`config.mk`:
```
export PLATFORM = sky130hd
export DESIGN_NAME = fxp_ctrl
export DESIGN_NICKNAME = d
export VERILOG_FILES = /design/src/design/fxp_pkg.sv /design/src/design/fxp_ctrl.sv /design/src/design/fxp_sil_timer.sv /design/src/design/fxp_sync3.sv
export SDC_FILE = /design/constraint.sdc
export NUM_CORES = 1
export LEC_CHECK = 0
export ABC_AREA = 1
export BUFFER_PORTS_ARGS = -buffer_cell sky130_fd_sc_hd__clkbuf_2
export CAP_MARGIN = 10
export CORE_ASPECT_RATIO = 0.9
export CORE_UTILIZATION = 30
export CTS_BUF_LIST = sky130_fd_sc_hd__clkbuf_16
export DETAILED_ROUTE_END_ITERATION = 8
export PLACE_DENSITY = 0.49
export SLEW_MARGIN = 20
export SYNTH_ARGS = -nofsm -noshare
export SYNTH_HDL_FRONTEND = slang
export SYNTH_SLANG_ARGS = --single-unit
export TNS_END_PERCENT = 5
```
`constraint.sdc`:
```
create_clock -name clk_sys -period 2.3 [get_ports clk_sys]
set_input_delay 0.345 -clock clk_sys [delete_from_list [all_inputs] [get_ports clk_sys]]
set_output_delay 0.345 -clock clk_sys [all_outputs]
set_load 0.02 [all_outputs]
```
`src/design/fxp_pkg.sv`:
```
// fxp_pkg: shared types and constants for the fax pump control block
// assumes one 250 MHz clock; host commands arrive already decoded
// Operation
// - hdlc tx: hdlc framing, modulation, tx rate
// - hdlc rx: hdlc framing, modulation, rx rate
// - binary tx: binary framing, modulation, tx rate
// - binary rx: binary framing, modulation, rx rate
// - silence wait uses parameter or stored duration
// - abort: escape in receive, break in transmit
// - silence stop ends ongoing silence detection
// - shutdown while idle shuts pump down
// - answer/originate answered with pump initialised
// - modulation established event per start command
// - connect event when pump ready for data
// - disconnect event after modulation turned off
// - wrong carrier event before connect only
// - silence elapsed event after stored duration
// - flags event on recognised hdlc flags
// - payload in frame data messages with control
// - only one procedure active at once
// - abort ignored while pump idle
package fxp_pkg;

  typedef enum logic [3:0] {
    FXP_CMD_NONE      = 4'h0,
    FXP_CMD_ANSWER    = 4'h1,
    FXP_ORIGINATE_MODE_CMD = 4'h2,
    FXP_CMD_HDLC_TX   = 4'h3,
    FXP_CMD_HDLC_RX   = 4'h4,
    FXP_CMD_BIN_TX    = 4'h5,
    FXP_CMD_BIN_RX    = 4'h6,
    FXP_CMD_SIL_WAIT  = 4'h7,
    FXP_CMD_SIL_STOP  = 4'h8,
    FXP_CMD_CONTINUE  = 4'h9,
    FXP_CMD_ABORT     = 4'hA,
    FXP_CMD_SHUTDOWN  = 4'hB
  } fxp_cmd_t;

  typedef enum logic [3:0] {
    FXP_EVT_NONE       = 4'h0,
    FXP_EVT_INIT       = 4'h1,
    FXP_EVT_LINE_HTX   = 4'h2,
    FXP_EVT_LINE_BTX   = 4'h3,
    FXP_EVT_LINE_HRX   = 4'h4,
    FXP_EVT_LINE_BRX   = 4'h5,
    FXP_EVT_CONNECT    = 4'h6,
    FXP_EVT_MOD_OFF    = 4'h7,
    FXP_EVT_WRONG_CAR  = 4'h8,
    FXP_EVT_SIL_ELAPSE = 4'h9,
    FXP_EVT_FLAGS      = 4'hA
  } fxp_evt_t;

  typedef enum logic [1:0] {
    FXP_FRM_OFF    = 2'h0,
    FXP_FRM_HDLC   = 2'h1,
    FXP_FRM_BINARY = 2'h2
  } fxp_frame_t;

  // command from host mailbox, one-cycle valid
  typedef struct packed {
    fxp_cmd_t    code;
    logic        has_param;
    logic [15:0] param;
  } fxp_cmd_msg_t;

  // event toward host mailbox
  typedef struct packed {
    fxp_evt_t    code;
    logic [15:0] info;
  } fxp_evt_msg_t;

  // status reported by the modem datapath
  typedef struct packed {
    logic mod_up;
    logic data_ready;
    logic tx_drained;
    logic mod_stopped;
    logic wrong_carrier;
    logic flags_seen;
  } fxp_pump_stat_t;

  // silence duration unit and its cycle count
  localparam int          FXP_CLK_MHZ       = 250;
  localparam int          FXP_SIL_UNIT_US   = 10;
  localparam int          FXP_SIL_UNIT_CYC  = FXP_SIL_UNIT_US * FXP_CLK_MHZ;
  localparam logic [15:0] FXP_SIL_DUR_RESET = 16'h0064;
  localparam logic [15:0] FXP_RATE_RESET    = 16'h0000;

endpackage : fxp_pkg

```
`src/design/fxp_ctrl.sv`:
```
// fxp_ctrl: fax pump command interpreter and event generator
// assumes host commands are decoded mailbox messages on clk_sys;
// pump status and line silence come from the modem datapath or pins
`timescale 1ns/1ns
`default_nettype none
module fxp_ctrl (
  input  wire logic                   clk_sys,
  input  wire logic                   resetn,
  input  wire logic                   cmd_valid,
  input  wire fxp_pkg::fxp_cmd_msg_t  cmd_msg,
  input  wire fxp_pkg::fxp_pump_stat_t pump_stat,
  input  wire logic                   line_silent_pin,
  output fxp_pkg::fxp_evt_msg_t       evt_msg,
  output logic                        evt_valid,
  output fxp_pkg::fxp_frame_t         serial_frame_mode,
  output logic                        pump_modulation_on,
  output logic                        pump_tx_dir,
  output logic [15:0]                 pump_rate,
  output logic                        pump_enable,
  output logic                        pump_break,
  output logic                        transfer_go
);

  typedef enum logic [6:0] {
    ST_OFF   = 7'b0000001,
    ST_IDLE  = 7'b0000010,
    ST_START = 7'b0000100,
    ST_WAITC = 7'b0001000,
    ST_XFER  = 7'b0010000,
    ST_STOP  = 7'b0100000,
    ST_SIL   = 7'b1000000
  } fxp_state_t;

  fxp_state_t state_reg;
  fxp_state_t state_next;

  logic        is_tx_reg;
  logic        is_hdlc_reg;
  logic        connected_reg;
  logic        cont_seen_reg;
  logic        flags_d_reg;
  logic [15:0] sil_dur_reg;
  logic        silent_sync;
  logic        sil_elapsed;
  logic        sil_elapsed_d_reg;
  logic        abort_cmd;
  logic        start_cmd;

  fxp_sync3 #(
    .W (1)
  ) u_sync (
    .clk_sys (clk_sys),
    .resetn  (resetn),
    .d_in    (line_silent_pin),
    .q_out   (silent_sync)
  );

  fxp_sil_timer u_sil (
    .clk_sys    (clk_sys),
    .resetn     (resetn),
    .run        (state_reg == ST_SIL),
    .silence_in (silent_sync),
    .duration   (sil_dur_reg),
    .elapsed    (sil_elapsed)
  );

  assign abort_cmd = cmd_valid && cmd_msg.code == fxp_pkg::FXP_CMD_ABORT;
  assign start_cmd = cmd_valid &&
                     (cmd_msg.code == fxp_pkg::FXP_CMD_HDLC_TX ||
                      cmd_msg.code == fxp_pkg::FXP_CMD_HDLC_RX ||
                      cmd_msg.code == fxp_pkg::FXP_CMD_BIN_TX  ||
                      cmd_msg.code == fxp_pkg::FXP_CMD_BIN_RX);

  // procedure sequencing; new procedures only accepted in idle
  always_comb begin
    state_next = state_reg;
    case (state_reg)
      ST_OFF: begin
        if (cmd_valid && (cmd_msg.code == fxp_pkg::FXP_CMD_ANSWER ||
            cmd_msg.code == fxp_pkg::FXP_ORIGINATE_MODE_CMD)) begin
          state_next = ST_IDLE;
        end
      end
      ST_IDLE: begin
        if (start_cmd) begin
          state_next = ST_START;
        end else if (cmd_valid &&
                     cmd_msg.code == fxp_pkg::FXP_CMD_SIL_WAIT) begin
          state_next = ST_SIL;
        end else if (cmd_valid &&
                     cmd_msg.code == fxp_pkg::FXP_CMD_SHUTDOWN) begin
          state_next = ST_OFF;
        end
      end
      ST_START, ST_WAITC, ST_XFER: begin
        if (abort_cmd) begin
          state_next = ST_STOP;
        end else if (!connected_reg && pump_stat.wrong_carrier) begin
          state_next = ST_IDLE;
        end else if (is_tx_reg && connected_reg && pump_stat.tx_drained) begin
          state_next = ST_STOP;
        end else if (state_reg == ST_START && pump_stat.mod_up) begin
          state_next = ST_WAITC;
        end else if (state_reg == ST_WAITC && cont_seen_reg) begin
          state_next = ST_XFER;
        end
      end
      ST_STOP: begin
        if (pump_stat.mod_stopped) begin
          state_next = ST_IDLE;
        end
      end
      ST_SIL: begin
        if (cmd_valid && cmd_msg.code == fxp_pkg::FXP_CMD_SIL_STOP) begin
          state_next = ST_IDLE;
        end else if (sil_elapsed && !sil_elapsed_d_reg) begin
          state_next = ST_IDLE;
        end
      end
      default: state_next = ST_OFF;
    endcase
  end

  always_ff @(posedge clk_sys) begin
    if (!resetn) begin
      state_reg <= ST_OFF;
    end else begin
      state_reg <= state_next;
    end
  end

  // procedure kind, rate and framing latched at start
  always_ff @(posedge clk_sys) begin
    if (!resetn) begin
      is_tx_reg         <= 1'b0;
      is_hdlc_reg       <= 1'b0;
      pump_rate         <= fxp_pkg::FXP_RATE_RESET;
      serial_frame_mode <= fxp_pkg::FXP_FRM_OFF;
      pump_modulation_on <= 1'b0;
      pump_tx_dir       <= 1'b0;
    end else if (state_reg == ST_IDLE && start_cmd) begin
      is_tx_reg   <= cmd_msg.code == fxp_pkg::FXP_CMD_HDLC_TX ||
                     cmd_msg.code == fxp_pkg::FXP_CMD_BIN_TX;
      is_hdlc_reg <= cmd_msg.code == fxp_pkg::FXP_CMD_HDLC_TX ||
                     cmd_msg.code == fxp_pkg::FXP_CMD_HDLC_RX;
      pump_tx_dir <= cmd_msg.code == fxp_pkg::FXP_CMD_HDLC_TX ||
                     cmd_msg.code == fxp_pkg::FXP_CMD_BIN_TX;
      pump_rate   <= cmd_msg.param;
      pump_modulation_on <= 1'b1;
      case (cmd_msg.code)
        fxp_pkg::FXP_CMD_HDLC_TX,
        fxp_pkg::FXP_CMD_HDLC_RX:
          serial_frame_mode <= fxp_pkg::FXP_FRM_HDLC;
        default:
          serial_frame_mode <= fxp_pkg::FXP_FRM_BINARY;
      endcase
    end else if (state_next == ST_IDLE || state_next == ST_OFF) begin
      pump_modulation_on <= 1'b0;
      serial_frame_mode  <= fxp_pkg::FXP_FRM_OFF;
    end
  end

  // stored silence duration survives between waits
  always_ff @(posedge clk_sys) begin
    if (!resetn) begin
      sil_dur_reg <= fxp_pkg::FXP_SIL_DUR_RESET;
    end else if (state_reg == ST_IDLE && cmd_valid &&
                 cmd_msg.code == fxp_pkg::FXP_CMD_SIL_WAIT &&
                 cmd_msg.has_param) begin
      sil_dur_reg <= cmd_msg.param;
    end
  end

  // connect, continue and edge history
  always_ff @(posedge clk_sys) begin
    if (!resetn) begin
      connected_reg     <= 1'b0;
      cont_seen_reg     <= 1'b0;
      flags_d_reg       <= 1'b0;
      sil_elapsed_d_reg <= 1'b0;
      transfer_go       <= 1'b0;
      pump_enable       <= 1'b0;
      pump_break        <= 1'b0;
    end else begin
      flags_d_reg       <= pump_stat.flags_seen;
      sil_elapsed_d_reg <= sil_elapsed;
      pump_enable       <= state_next != ST_OFF;
      transfer_go       <= state_next == ST_XFER;
      // break only in transmit; receive abort is a plain escape
      pump_break        <= abort_cmd && is_tx_reg &&
                           state_next == ST_STOP;
      if (state_reg == ST_IDLE) begin
        connected_reg <= 1'b0;
        cont_seen_reg <= 1'b0;
      end else begin
        if (pump_stat.data_ready && !connected_reg &&
            (state_reg == ST_WAITC || state_reg == ST_XFER)) begin
          connected_reg <= 1'b1;
        end
        if (cmd_valid && cmd_msg.code == fxp_pkg::FXP_CMD_CONTINUE) begin
          cont_seen_reg <= 1'b1;
        end
      end
    end
  end

  // event emission; at most one per cycle, priority by order below
  always_ff @(posedge clk_sys) begin
    if (!resetn) begin
      evt_valid    <= 1'b0;
      evt_msg.code <= fxp_pkg::FXP_EVT_NONE;
      evt_msg.info <= 16'h0000;
    end else begin
      evt_valid    <= 1'b1;
      evt_msg.info <= pump_rate;
      if (state_reg == ST_OFF && state_next == ST_IDLE) begin
        evt_msg.code <= fxp_pkg::FXP_EVT_INIT;
      end else if (state_reg == ST_STOP && state_next == ST_IDLE) begin
        evt_msg.code <= fxp_pkg::FXP_EVT_MOD_OFF;
      end else if (state_reg != ST_IDLE && state_reg != ST_SIL &&
                   state_reg != ST_STOP && state_next == ST_IDLE) begin
        evt_msg.code <= fxp_pkg::FXP_EVT_WRONG_CAR;
      end else if (state_reg == ST_SIL && state_next == ST_IDLE &&
                   sil_elapsed) begin
        evt_msg.code <= fxp_pkg::FXP_EVT_SIL_ELAPSE;
      end else if (state_reg == ST_START && state_next == ST_WAITC) begin
        case ({is_tx_reg, is_hdlc_reg})
          2'b11:   evt_msg.code <= fxp_pkg::FXP_EVT_LINE_HTX;
          2'b10:   evt_msg.code <= fxp_pkg::FXP_EVT_LINE_BTX;
          2'b01:   evt_msg.code <= fxp_pkg::FXP_EVT_LINE_HRX;
          default: evt_msg.code <= fxp_pkg::FXP_EVT_LINE_BRX;
        endcase
      end else if (pump_stat.data_ready && !connected_reg &&
                   (state_reg == ST_WAITC || state_reg == ST_XFER)) begin
        evt_msg.code <= fxp_pkg::FXP_EVT_CONNECT;
      end else if (pump_stat.flags_seen && !flags_d_reg && is_hdlc_reg &&
                   !is_tx_reg && state_reg != ST_IDLE &&
                   state_reg != ST_OFF) begin
        evt_msg.code <= fxp_pkg::FXP_EVT_FLAGS;
      end else begin
        evt_valid    <= 1'b0;
        evt_msg.code <= fxp_pkg::FXP_EVT_NONE;
      end
    end
  end
  // payload moves in separate frame data messages, outside this block

endmodule // fxp_ctrl
`default_nettype wire

```
`src/design/fxp_sil_timer.sv`:
```
// fxp_sil_timer: counts silence duration in units of a divided tick
// assumes silence_in is already synchronous
`timescale 1ns/1ns
`default_nettype none
module fxp_sil_timer #(
  parameter int UNIT_CYC = fxp_pkg::FXP_SIL_UNIT_CYC
) (
  input  wire logic        clk_sys,
  input  wire logic        resetn,
  input  wire logic        run,
  input  wire logic        silence_in,
  input  wire logic [15:0] duration,
  output logic             elapsed
);
  logic [$clog2(UNIT_CYC+1)-1:0] div_reg;
  logic                          tick;
  logic [15:0]                   units_reg;

  // one-cycle tick per unit; restarts on any line energy
  always_ff @(posedge clk_sys) begin
    if (!resetn || !run || !silence_in) begin
      div_reg <= '0;
      tick    <= 1'b0;
    end else if (div_reg == ($clog2(UNIT_CYC+1))'(UNIT_CYC - 1)) begin
      div_reg <= '0;
      tick    <= 1'b1;
    end else begin
      div_reg <= div_reg + 1'b1;
      tick    <= 1'b0;
    end
  end

  always_ff @(posedge clk_sys) begin
    if (!resetn || !run || !silence_in) begin
      units_reg <= '0;
      elapsed   <= 1'b0;
    end else if (tick && !elapsed) begin
      units_reg <= units_reg + 16'h0001;
      elapsed   <= (units_reg + 16'h0001) >= duration;
    end
  end
endmodule // fxp_sil_timer
`default_nettype wire

```
`src/design/fxp_sync3.sv`:
```
// fxp_sync3: three-stage input synchroniser, change taken when 2 and 3 agree
// assumes input is asynchronous to clk_sys
`timescale 1ns/1ns
`default_nettype none
module fxp_sync3 #(
  parameter int W = 1
) (
  input  wire logic         clk_sys,
  input  wire logic         resetn,
  input  wire logic [W-1:0] d_in,
  output logic      [W-1:0] q_out
);
  logic [W-1:0] s1_reg;
  logic [W-1:0] s2_reg;
  logic [W-1:0] s3_reg;

  // s1 feeds only s2, avoiding metastable fanout
  always_ff @(posedge clk_sys) begin
    if (!resetn) begin
      s1_reg <= '0;
      s2_reg <= '0;
      s3_reg <= '0;
      q_out  <= '0;
    end else begin
      s1_reg <= d_in;
      s2_reg <= s1_reg;
      s3_reg <= s2_reg;
      for (int i = 0; i < W; i++) begin
        if (s2_reg[i] == s3_reg[i]) begin
          q_out[i] <= s3_reg[i];
        end
      end
    end
  end
endmodule // fxp_sync3
`default_nettype wire
```
==> results.py, run 1 <==
metrics = {
    "logic_synthesis": {
        "synth-xor-area-share_pct": 3.264,
        "synthCells": 646,
        "async_reset_ff_share_pct": 0,
        "ys.flop_type": "dfxtp_1",
        "synthAdderAreaFrac_pct": 4.663,
        "synth.most_common_cell": "inv_1",
        "syn_nets": 695,
        "synth_edf_count": 0,
        "syn_area_per_cell_um2": 7.476,
        "ys_warn_count": 0,
        "yosysSeqAreaShare_pct": 43.94,
        "synth_compound_area_share_pct": 12.69,
        "synth_area_leaders": "dfxtp_1 (44%), inv_1 (8.5%), nand2_1 (7.4%), nor2_1 (5.8%), a21oi_1 (5.7%)",
        "synthSimpleGateAreaFrac_pct": 24.79,
        "yosys.area.top_type": "dfxtp_1",
        "synthMuxAreaShare_pct": 0,
        "syn_area_mm2": 0.004830,
        "yosysUniqueCellTypes": 37,
        "yosysTopAreaCellShare_pct": 43.94,
        "synth_common_cells": "inv_1 (109), dfxtp_1 (106), nand2_1 (95)",
        "synth_top_family_by_area": "simple AND/OR/NAND/NOR gates",
        "ys_ff_latch": 106,
    },
    "cells_and_area": {
        "antennaDiodeCount": 0,
        "syn_to_final_growth_pct": 19.48,
        "fin_nets": 777,
        "stdcell_area_mm2": 0.005771,
        "largest_register_ffs": 20,
        "drive_gt1_share_pct": 19.10,
        "regMostFlops": "evt_msg",
        "post-route-util_pct": 37.11,
    },
    "cts": {
        "hold_buffers": 0,
        "cts_setup_buffers": 0,
        "clk_path_buf_depth": 2,
        "clockRootBuffer": "clkbuf_16",
        "cts_num_sinks": 106,
        "cts.htree.levels": 3,
        "cts_resized": 3,
        "cts_buffers": 9,
        "clk_pin_slew_ns": 0.07,
        "clk_latency_ns": 0.35,
        "cts_tree": "yes",
    },
    "route": {
        "ant_nets": 0,
        "vias_per_cell": 4.527,
        "finalWirelength_mm": 11.81,
        "drcViolationCount": 0,
        "routedWlPerCell_um": 12.63,
        "num_vias": 4233,
        "drtPass1Iterations": 4,
        "drt_iter0_markers": 207,
    },
    "placed_design": {
        "portBuffers": 74,
        "dp_worst_setup_slack_ns": -0.1515,
        "dp_hpwl_mm": 9.077,
        "place_area_mm2": 0.005480,
        "place.gp.congestion": 0.8591,
    },
    "critical_path": {
        "worstPathRequired_ns": 2.53,
        "r2r_cells": 14,
        "endpoint_kind": "flip-flop",
        "crit_type": "flip-flop to flip-flop",
        "path_max_fanout": 3,
        "cp.arrival_ns": 2.63,
        "start_kind": "flip-flop",
        "r2r-start": "u_sil.units_reg[0]",
        "regToRegSetupSlack_ns": -0.1,
        "r2r_end": "u_sil.elapsed",
    },
    "sta": {
        "period_share_pct": 104.3,
        "worst_slew_pin_slew_ns": 0.7561,
        "worst_clock_skew_ns": 0.01084,
        "maxSlewHeadroom_pct": 49.54,
        "final_max_slew_viol_count": 0,
        "finalSetupViolCount": 1,
        "rsz0062_at_grt": "yes",
        "totalNegativeSetupSlack_ns": -0.09802,
        "fin_ws_ns": -0.09802,
        "fmax_mhz": 417.0,
        "layout_min_cycle_time_ns": 2.398,
        "hold_violations": 0,
    },
    "global_routing": {
        "grt_pass1_vias": 4000,
        "antenna_found_initial": 0,
        "grt-ovfl-total": 0,
        "grt_max_degree": 56,
        "grt.total_usage_pct": 15.28,
        "grt_pass1_wl_mm": 19.57,
    },
    "floorplanning": {
        "core_mm2": 0.01555,
        "dieArea_mm2": 0.01661,
        "die_h_um": 122.4,
        "die_w_um": 135.7,
        "io_pins": 75,
        "num_rows": 43,
        "start_util_pct": 31.06,
    },
    "worst_hold_path": {
        "holdCritPathClass": "input pin to flip-flop",
        "min-delay-start": "line_silent_pin",
        "whs_path_depth": 3,
        "hold_end": "u_sync.s1_reg",
    },
    "flow_run": {
        "drv_cap": 0,
    },
    "pwr": {
        "power_density_mw_per_mm2": 606.7,
        "p_total_mw": 3.501,
        "vdd.ir_drop.worst_mv": 0.3335,
        "power_leakage_nw": 2.752,
    },
    "run_status": {
        "status": "finished with violations",
        "violations": "negative setup slack",
    },
}
-- power breakdown --
group          switching [mW]  internal, mW
logic                   0.139        0.0647
registers              0.0111          1.85
clock network           0.700         0.733
-- cell type report --
type,count,area (µm²)
Sequential cell,106,2125
Fill cell,1689,9778
Tap cell,202,252.7
Multi-Input combinational cell,408,2220
Clock buffer,9,225.2
Clock inverter,7,45.04
Timing Repair Buffer,87,467.9
Inverter,116,435.4
-- per-layer routing --
layer  part of all wire [%]  GRT usage, %
met4                    1.5         5.478
met3                    5.7         4.709
met1                     48         19.00
met5                      0             0
met2                     45         24.81
-- logic make-up after synthesis --
logic type / after synthesis
adders and majority gates: 18
xor gates and xnor gates: 18
DFF: 106
and+or+nand+nor: 255
buffers and inverters: 132
AOI/OAI and AO/OA: 117
-- how the worst max path moves through the flow --
stage,startpoint,endpoint,slack [ns],depth (start not counted)
floorplan,u_sil.units_reg[1],u_sil.elapsed,0.04,17
detailed placement,u_sil.units_reg[1],u_sil.elapsed,-0.15,17
finish,u_sil.units_reg[0],u_sil.elapsed,-0.1,14
CTS,u_sil.units_reg[0],u_sil.elapsed,-0.10,17
global placement,u_sil.units_reg[1],u_sil.elapsed,-0.05,17
global route,u_sil.units_reg[0],u_sil.elapsed,-0.39,17
-- stage by stage --
stage	instances	hold WS [ns]
global route	935	0.1797
finish	935	0.1861
detailed placement	919	0.4086
floorplan	646	0.3905
CTS	935	0.1712
global placement	919	0.3948
-- cell usage in the layout, fill, tap and decap left out, types with 3 or more instances in the layout --
| cell type | count |
|---|---|
| nor2_4 | 4 |
| xnor2_1 | 4 |
| xor2_1 | 14 |
| o211ai_1 | 4 |
| nor2_1 | 74 |
| clkbuf_16 | 9 |
| dfxtp_1 | 104 |
| nor2_2 | 8 |
| inv_2 | 7 |
| nor3_1 | 7 |
| nand3_1 | 30 |
| o21ai_0 | 42 |
| a21oi_1 | 54 |
| ha_1 | 17 |
| inv_1 | 110 |
| nand4_1 | 13 |
| buf_4 | 13 |
| or2_2 | 3 |
| nand2_1 | 95 |
| o21ai_1 | 9 |
| nand3_2 | 5 |
| a211oi_1 | 4 |
| clkbuf_2 | 74 |
-- critical path, stage by stage, from the launching register on --
cell and delay [ns]:
dfxtp_2 0.36, buf_4 0.13, nand3_2 0.08, nor2_2 0.12
nand4_2 0.15, nor3b_2 0.24, nand3_1 0.11, xor2_1 0.21
ha_1 0.28, a21oi_1 0.13, o21ai_0 0.11, a21oi_1 0.14
nand3_1 0.09, nand2_1 0.08, a21oi_2 0.05
No activity file was read; power rests on OpenSTA's default activity.
==> run 2, diff against run 1 <==
--- a/config.mk
+++ b/config.mk
@@ -12,7 +12,8 @@
 export CORE_UTILIZATION = 30
 export CTS_BUF_LIST = sky130_fd_sc_hd__clkbuf_16
 export DETAILED_ROUTE_END_ITERATION = 8
-export PLACE_DENSITY = 0.49
+export PLACE_DENSITY = 0.48
+export SKIP_CTS_REPAIR_TIMING = 1
 export SLEW_MARGIN = 20
 export SYNTH_ARGS = -nofsm -noshare
 export SYNTH_HDL_FRONTEND = slang
==> constraint.sdc (replaced) <==
create_clock -name clk_sys -period 2.4 [get_ports clk_sys]
set_input_delay 0.24 -clock clk_sys [delete_from_list [all_inputs] [get_ports clk_sys]]
set_output_delay 0.24 -clock clk_sys [all_outputs]
set_load 0.02 [all_outputs]
==> run 2 against run 1 <==
  * Register-to-register slack worse by 0.04 ns
  * The run still ends with negative setup slack left
  * Sequential share of layout area down 0.44 points
  * Cell count down 0.11%
  * Sequential cell count unchanged
  * Critical path depth up 3
  * Routed wire length up 3.0%
  * Final area up 1.2%
  * Critical endpoint unchanged
  * Highest routed layer unchanged
  * Maximum frequency down 5.5%
  * Die area unchanged
  * Combinational power down 3%
  * First-iteration DRC count down 10%
  * Non-clock buffer count unchanged
==> results.py, run 2 (synthesis gave the netlist of run 1 again) <==
metrics = {
    "route": {
        "drcViolationCount": 0,
        "num_vias": 4298,
        "ant_nets": 0,
        "drtPass1Iterations": 4,
        "vias_per_cell": 4.602,
        "finalWirelength_mm": 12.17,
        "drt_iter0_markers": 186,
        "routedWlPerCell_um": 13.03,
    },
    "worst_hold_path": {
        "whs_path_depth": 3,
        "min-delay-start": "line_silent_pin",
        "hold_end": "u_sync.s1_reg",
        "holdCritPathClass": "input pin to flip-flop",
    },
    "placed_design": {
        "portBuffers": 74,
        "dp_worst_setup_slack_ns": -0.1085,
        "place_area_mm2": 0.005449,
        "dp_hpwl_mm": 9.252,
        "place.gp.congestion": 0.8462,
        "placed_cells": 916,
    },
    "cells_and_area": {
        "layout_common_cells": "inv_1 (109), dfxtp_1 (104), nand2_1 (92)",
        "fin_nets": 777,
        "final_common_cell": "inv_1",
        "stdcell_area_mm2": 0.005841,
        "fin_cells": 934,
        "syn_to_final_growth_pct": 20.93,
        "nFillCells": 1620,
        "regMostFlops": "evt_msg",
        "drive_gt1_share_pct": 20.22,
        "antennaDiodeCount": 0,
        "multi_input_area_mm2": 0.002276,
        "seqCellArea_mm2": 0.002125,
        "largest_register_ffs": 20,
    },
    "critical_path": {
        "r2r-start": "u_sil.units_reg[1]",
        "worstPathRequired_ns": 2.68,
        "endpoint_kind": "flip-flop",
        "path_max_fanout": 2,
        "crit_type": "flip-flop to flip-flop",
        "regToRegSetupSlack_ns": -0.14,
        "r2r_end": "u_sil.elapsed",
        "cp.arrival_ns": 2.82,
        "crit_top_cell": "nand2_1",
        "r2r_cells": 17,
        "start_kind": "flip-flop",
        "worstPathCellList": "ha_4 -> nand3_2 -> nor2_1 -> nand2_1 -> nor3_2 -> nand2_2 -> nor2_4 -> nand3_2 -> xor2_2 -> inv_2 -> ha_4 -> nand3_4 -> nor3_4 -> nand2_1 -> nand3_1 -> nand2_1 -> a21oi_2",
        "critical_path.max_stage_delay_ns": 0.36,
        "slowest_stage": "dfxtp_2",
    },
    "sta": {
        "layout_min_cycle_time_ns": 2.538,
        "hold_violations": 0,
        "fin_ws_ns": -0.1378,
        "fmax_mhz": 394.0,
        "worst_clock_skew_ns": 0.007050,
        "rsz0062_at_grt": "yes",
        "finalSetupViolCount": 1,
        "final_max_slew_viol_count": 0,
        "period_share_pct": 105.7,
        "maxSlewHeadroom_pct": 52.26,
        "worst_slew_pin_slew_ns": 0.7153,
        "totalNegativeSetupSlack_ns": -0.1378,
        "hold_slack_ns": 0.09870,
    },
    "floorplanning": {
        "dieArea_mm2": 0.01661,
        "die_h_um": 122.4,
        "die_w_um": 135.7,
        "io_pins": 75,
        "core_mm2": 0.01555,
        "num_rows": 43,
        "start_util_pct": 31.06,
    },
    "global_routing": {
        "grt_util_met1_pct": 18.92,
        "grt_max_degree": 43,
        "grt.total_usage_pct": 15.33,
        "grt-ovfl-total": 0,
        "use_met3_pct": 3.965,
        "grt_pass1_vias": 4098,
        "grt_pass1_wl_mm": 19.82,
        "grt_util_met2_pct": 26.02,
        "top_usage_layer": "met2",
        "antenna_found_initial": 0,
    },
    "pwr": {
        "internal-power_mw": 2.638,
        "power_leakage_nw": 2.763,
        "power_density_mw_per_mm2": 587.9,
        "pwr-share-seq_pct": 52.0,
        "power_frac_comb_pct": 5.7,
        "vdd.ir_drop.worst_mv": 0.3286,
        "p_sw_mw": 0.7964,
        "sw_frac_of_total_pct": 23.19,
        "p_clk_share_pct": 42.2,
    },
    "cts": {
        "cts.htree.levels": 3,
        "clockRootBuffer": "clkbuf_16",
        "clk_latency_ns": 0.35,
        "cts_num_sinks": 106,
        "cts_buffers": 9,
        "clk_pin_slew_ns": 0.07,
        "cts_tree": "yes",
        "clk_path_buf_depth": 2,
    },
    "run_status": {
        "status": "finished with violations",
        "violations": "negative setup slack",
    },
    "flow_run": {
        "drv_cap": 0,
    },
}
-- run 2: critical path, delay by kind of cell (launching register included) --
family          cells  cell delay (ns)
compound gates      1             0.13
xor+xnor            1             0.18
fa+ha+maj           2             0.41
simple gates       12             1.33
flops               1             0.36
buf+inv             1             0.07
-- run 2: stage by stage --
step / total power, mW / util (%)
6_report: 3.434 / 37.56
3_5_place_dp: 2.027 / 35.04
3_3_place_gp: 2.024 / 35.04
5_1_grt: 3.593 / 37.56
2_1_floorplan: 1.947 / -
4_1_cts: 3.494 / 36.87
-- run 2: cell type report --
class | count | area share (%)
Sequential cell | 106 | 36.38
Timing Repair Buffer | 87 | 8.012
Tap cell | 202 | 4.327
Clock inverter | 6 | 1.007
Inverter | 116 | 7.455
Multi-Input combinational cell | 408 | 38.97
Clock buffer | 9 | 3.856
-- run 2: power groups by stage --
| stage | clock, mW | combinational (mW) | sequential [mW] |
|---|---|---|---|
| after floorplan | 0 | 0.109 | 1.84 |
| after global placement | 0 | 0.196 | 1.83 |
| after detailed placement | 0 | 0.198 | 1.83 |
| after CTS | 1.51 | 0.199 | 1.79 |
| after global routing | 1.58 | 0.224 | 1.79 |
| final | 1.45 | 0.197 | 1.79 |
-- run 2: worst max path at each step --
stage / from / endpoint / slack, ns / depth (start not counted)
CTS: u_sil.units_reg[0] / u_sil.elapsed / -0.17 / 17
detailed placement: u_sil.units_reg[0] / u_sil.elapsed / -0.11 / 17
global route: u_sil.units_reg[1] / u_sil.elapsed / -0.40 / 17
global placement: u_sil.units_reg[0] / u_sil.elapsed / -0.03 / 17
finish: u_sil.units_reg[1] / u_sil.elapsed / -0.14 / 17
floorplan: u_sil.units_reg[0] / u_sil.elapsed / 0.04 / 17
-- run 2: routing by layer --
| metal | part of all wire, % | vias up |
|---|---|---|
| li1 | - | 2215 |
| met1 | 47 | 1973 |
| met2 | 47 | 98 |
| met3 | 4.6 | 12 |
| met4 | 1.3 | 0 |
| met5 | 0 | - |
==> run 3, diff against run 2 <==
--- a/config.mk
+++ b/config.mk
@@ -12,7 +12,7 @@
 export CORE_UTILIZATION = 30
 export CTS_BUF_LIST = sky130_fd_sc_hd__clkbuf_16
 export DETAILED_ROUTE_END_ITERATION = 8
-export PLACE_DENSITY = 0.48
+export PLACE_DENSITY = 0.58
 export SKIP_CTS_REPAIR_TIMING = 1
 export SLEW_MARGIN = 20
 export SYNTH_ARGS = -nofsm -noshare
==> run 3 against run 2 <==
  * Critical path type unchanged
  * Cell count is 0.32% lower
  * Power is 7.7% higher
  * The run still ends with negative setup slack left
  * Sequential power hardly changed
  * Sequential share of layout area is 0.13 points lower
  * Largest cell class unchanged
  * Critical path depth stayed put
==> results.py, run 3 (synthesis gave the netlist of run 1 again) <==
metrics = {
    "sta": {
        "rsz0062_at_grt": "yes",
        "maxSlewHeadroom_pct": 49.36,
        "worst_slew_pin_slew_ns": 0.7588,
        "hold_violations": 0,
        "totalNegativeSetupSlack_ns": -0.1319,
        "finalSetupViolCount": 1,
        "fmax_mhz": 395.0,
        "fin_ws_ns": -0.1319,
        "worst_clock_skew_ns": 0.008623,
        "period_share_pct": 105.5,
        "layout_min_cycle_time_ns": 2.532,
        "final_max_slew_viol_count": 0,
    },
    "floorplanning": {
        "dieArea_mm2": 0.01661,
        "die_w_um": 135.7,
        "core_mm2": 0.01555,
        "io_pins": 75,
        "die_h_um": 122.4,
        "num_rows": 43,
        "start_util_pct": 31.06,
    },
    "pwr": {
        "vdd.ir_drop.worst_mv": 0.3491,
        "p_clk_share_pct": 46.6,
        "p_sw_mw": 0.8299,
        "power_density_mw_per_mm2": 631.1,
        "sw_frac_of_total_pct": 22.43,
        "p_total_mw": 3.700,
        "power_leakage_nw": 2.777,
        "pwr-share-seq_pct": 48.3,
        "internal-power_mw": 2.870,
        "power_frac_comb_pct": 5.1,
    },
    "route": {
        "num_vias": 4161,
        "vias_per_cell": 4.469,
        "drt_iter0_markers": 230,
        "finalWirelength_mm": 11.06,
        "drtPass1Iterations": 4,
        "ant_nets": 0,
        "drcViolationCount": 0,
        "routedWlPerCell_um": 11.88,
    },
    "cells_and_area": {
        "drive_gt1_share_pct": 19.34,
        "multi_input_area_mm2": 0.002263,
        "fin_nets": 773,
        "final_common_cell": "inv_1",
        "seqCellArea_mm2": 0.002125,
        "nFillCells": 1646,
        "largest_register_ffs": 20,
        "layout_common_cells": "inv_1 (109), dfxtp_1 (104), nand2_1 (94)",
        "syn_to_final_growth_pct": 21.37,
        "fin_cells": 931,
        "regMostFlops": "evt_msg",
        "antennaDiodeCount": 0,
    },
    "cts": {
        "clk_path_buf_depth": 2,
        "cts_tree": "yes",
        "clockRootBuffer": "clkbuf_16",
        "cts.htree.levels": 3,
        "cts_buffers": 9,
        "clk_latency_ns": 0.34,
        "cts_num_sinks": 106,
        "clk_pin_slew_ns": 0.07,
    },
    "critical_path": {
        "path_max_fanout": 3,
        "endpoint_kind": "flip-flop",
        "cp.arrival_ns": 2.81,
        "r2r_cells": 17,
        "cp_top_family": "simple AND/OR/NAND/NOR gates",
        "crit_top_cell": "nand3_1",
        "cp_num_buf_inv": 1,
        "worstPathCellList": "ha_4 -> nand3_4 -> nor2_4 -> nand2_2 -> nor3_2 -> nand2_1 -> nor2_2 -> nand3_1 -> xor2_1 -> inv_1 -> ha_4 -> nand3_4 -> nor3_4 -> nand3_1 -> nand3_1 -> nand2_1 -> a21oi_2",
        "crit_type": "flip-flop to flip-flop",
        "critical_path.max_stage_delay_ns": 0.36,
        "slowest_stage": "dfxtp_2",
        "regToRegSetupSlack_ns": -0.13,
        "start_kind": "flip-flop",
        "worstPathRequired_ns": 2.68,
        "r2r-start": "u_sil.units_reg[1]",
        "r2r_end": "u_sil.elapsed",
    },
    "run_status": {
        "status": "finished with violations",
        "violations": "negative setup slack",
    },
    "global_routing": {
        "grt_pass1_wl_mm": 18.50,
        "grt_max_degree": 46,
        "grt-ovfl-total": 0,
        "grt.total_usage_pct": 14.02,
        "grt_pass1_vias": 3979,
        "antenna_found_initial": 0,
    },
    "placed_design": {
        "dp_hpwl_mm": 8.199,
        "placed_cells": 915,
        "dp_worst_setup_slack_ns": -0.1184,
        "place.gp.congestion": 0.8156,
        "portBuffers": 74,
    },
    "worst_hold_path": {
        "min-delay-start": "line_silent_pin",
        "hold_end": "u_sync.s1_reg",
        "holdCritPathClass": "input pin to flip-flop",
        "whs_path_depth": 3,
    },
    "flow_run": {
        "drv_cap": 0,
    },
}
run 3: cell types whose count changed in the layout (fill, tap and decap cells not counted), sizes merged:
| cell | change |
|---|---|
| buf | -4 |
| bufinv | +2 |
| clkinv | -1 |
| clkinvlp | -1 |
| inv | +1 |
run 3: area by class of cell:
class | instances | area share, %
Multi-Input combinational cell | 408 | 38.61
Sequential cell | 106 | 36.24
Timing Repair Buffer | 83 | 7.471
Inverter | 116 | 7.428
Tap cell | 202 | 4.312
Clock buffer | 9 | 3.842
Clock inverter | 7 | 2.092
run 3: layer usage:
| layer | share of wire [%] | track usage [%] | routed length, µm | vias to the layer above |
|---|---|---|---|---|
| met5 | 0 | 0 | 0 | - |
| met4 | 0.69 | 3.722 | 76 | 0 |
| met3 | 5.2 | 3.676 | 571 | 4 |
| met2 | 45 | 24.04 | 5023 | 104 |
| met1 | 49 | 17.27 | 5392 | 1845 |
| li1 | - | - | - | 2208 |
run 3: worst register-to-register path: stages (launching register included):
cell and delay [ns]:
dfxtp_2 0.36, ha_4 0.15, nand3_4 0.09, nor2_4 0.12
nand2_2 0.08, nor3_2 0.19, nand2_1 0.10, nor2_2 0.13
nand3_1 0.09, xor2_1 0.19, inv_1 0.10, ha_4 0.28
nand3_4 0.07, nor3_4 0.18, nand3_1 0.10, nand3_1 0.08
nand2_1 0.06, a21oi_2 0.10
run 3: how the worst max path moves through the flow:
stage / endpoint / startpoint / cells after the start / slack (ns)
final: u_sil.elapsed / u_sil.units_reg[1] / 17 / -0.13
after floorplan: u_sil.elapsed / u_sil.units_reg[0] / 17 / 0.04
after CTS: u_sil.elapsed / u_sil.units_reg[0] / 17 / -0.15
after global placement: u_sil.elapsed / u_sil.units_reg[0] / 17 / -0.04
after global routing: u_sil.elapsed / u_sil.units_reg[1] / 17 / -0.43
after detailed placement: u_sil.elapsed / u_sil.units_reg[0] / 17 / -0.12
run 3: stage by stage:
stage          instance area [µm²]  util, %  hold WS, ns
2_1_floorplan                 4830        -       0.3335
3_3_place_gp                  5441    35.00       0.4151
3_5_place_dp                  5441    35.00       0.4052
4_1_cts                       5789    37.23      0.08338
5_1_grt                       5862    37.70      0.09249
6_report                      5862    37.70       0.1001
run 3: power groups by stage:
stage                     clock network, mW  logic (mW)  registers [mW]
final                                  1.72       0.190            1.79
after global routing                   1.84       0.213            1.79
after CTS                              1.77       0.191            1.79
after detailed placement                  0       0.190            1.83
after global placement                    0       0.191            1.83
after floorplan                           0       0.109            1.84
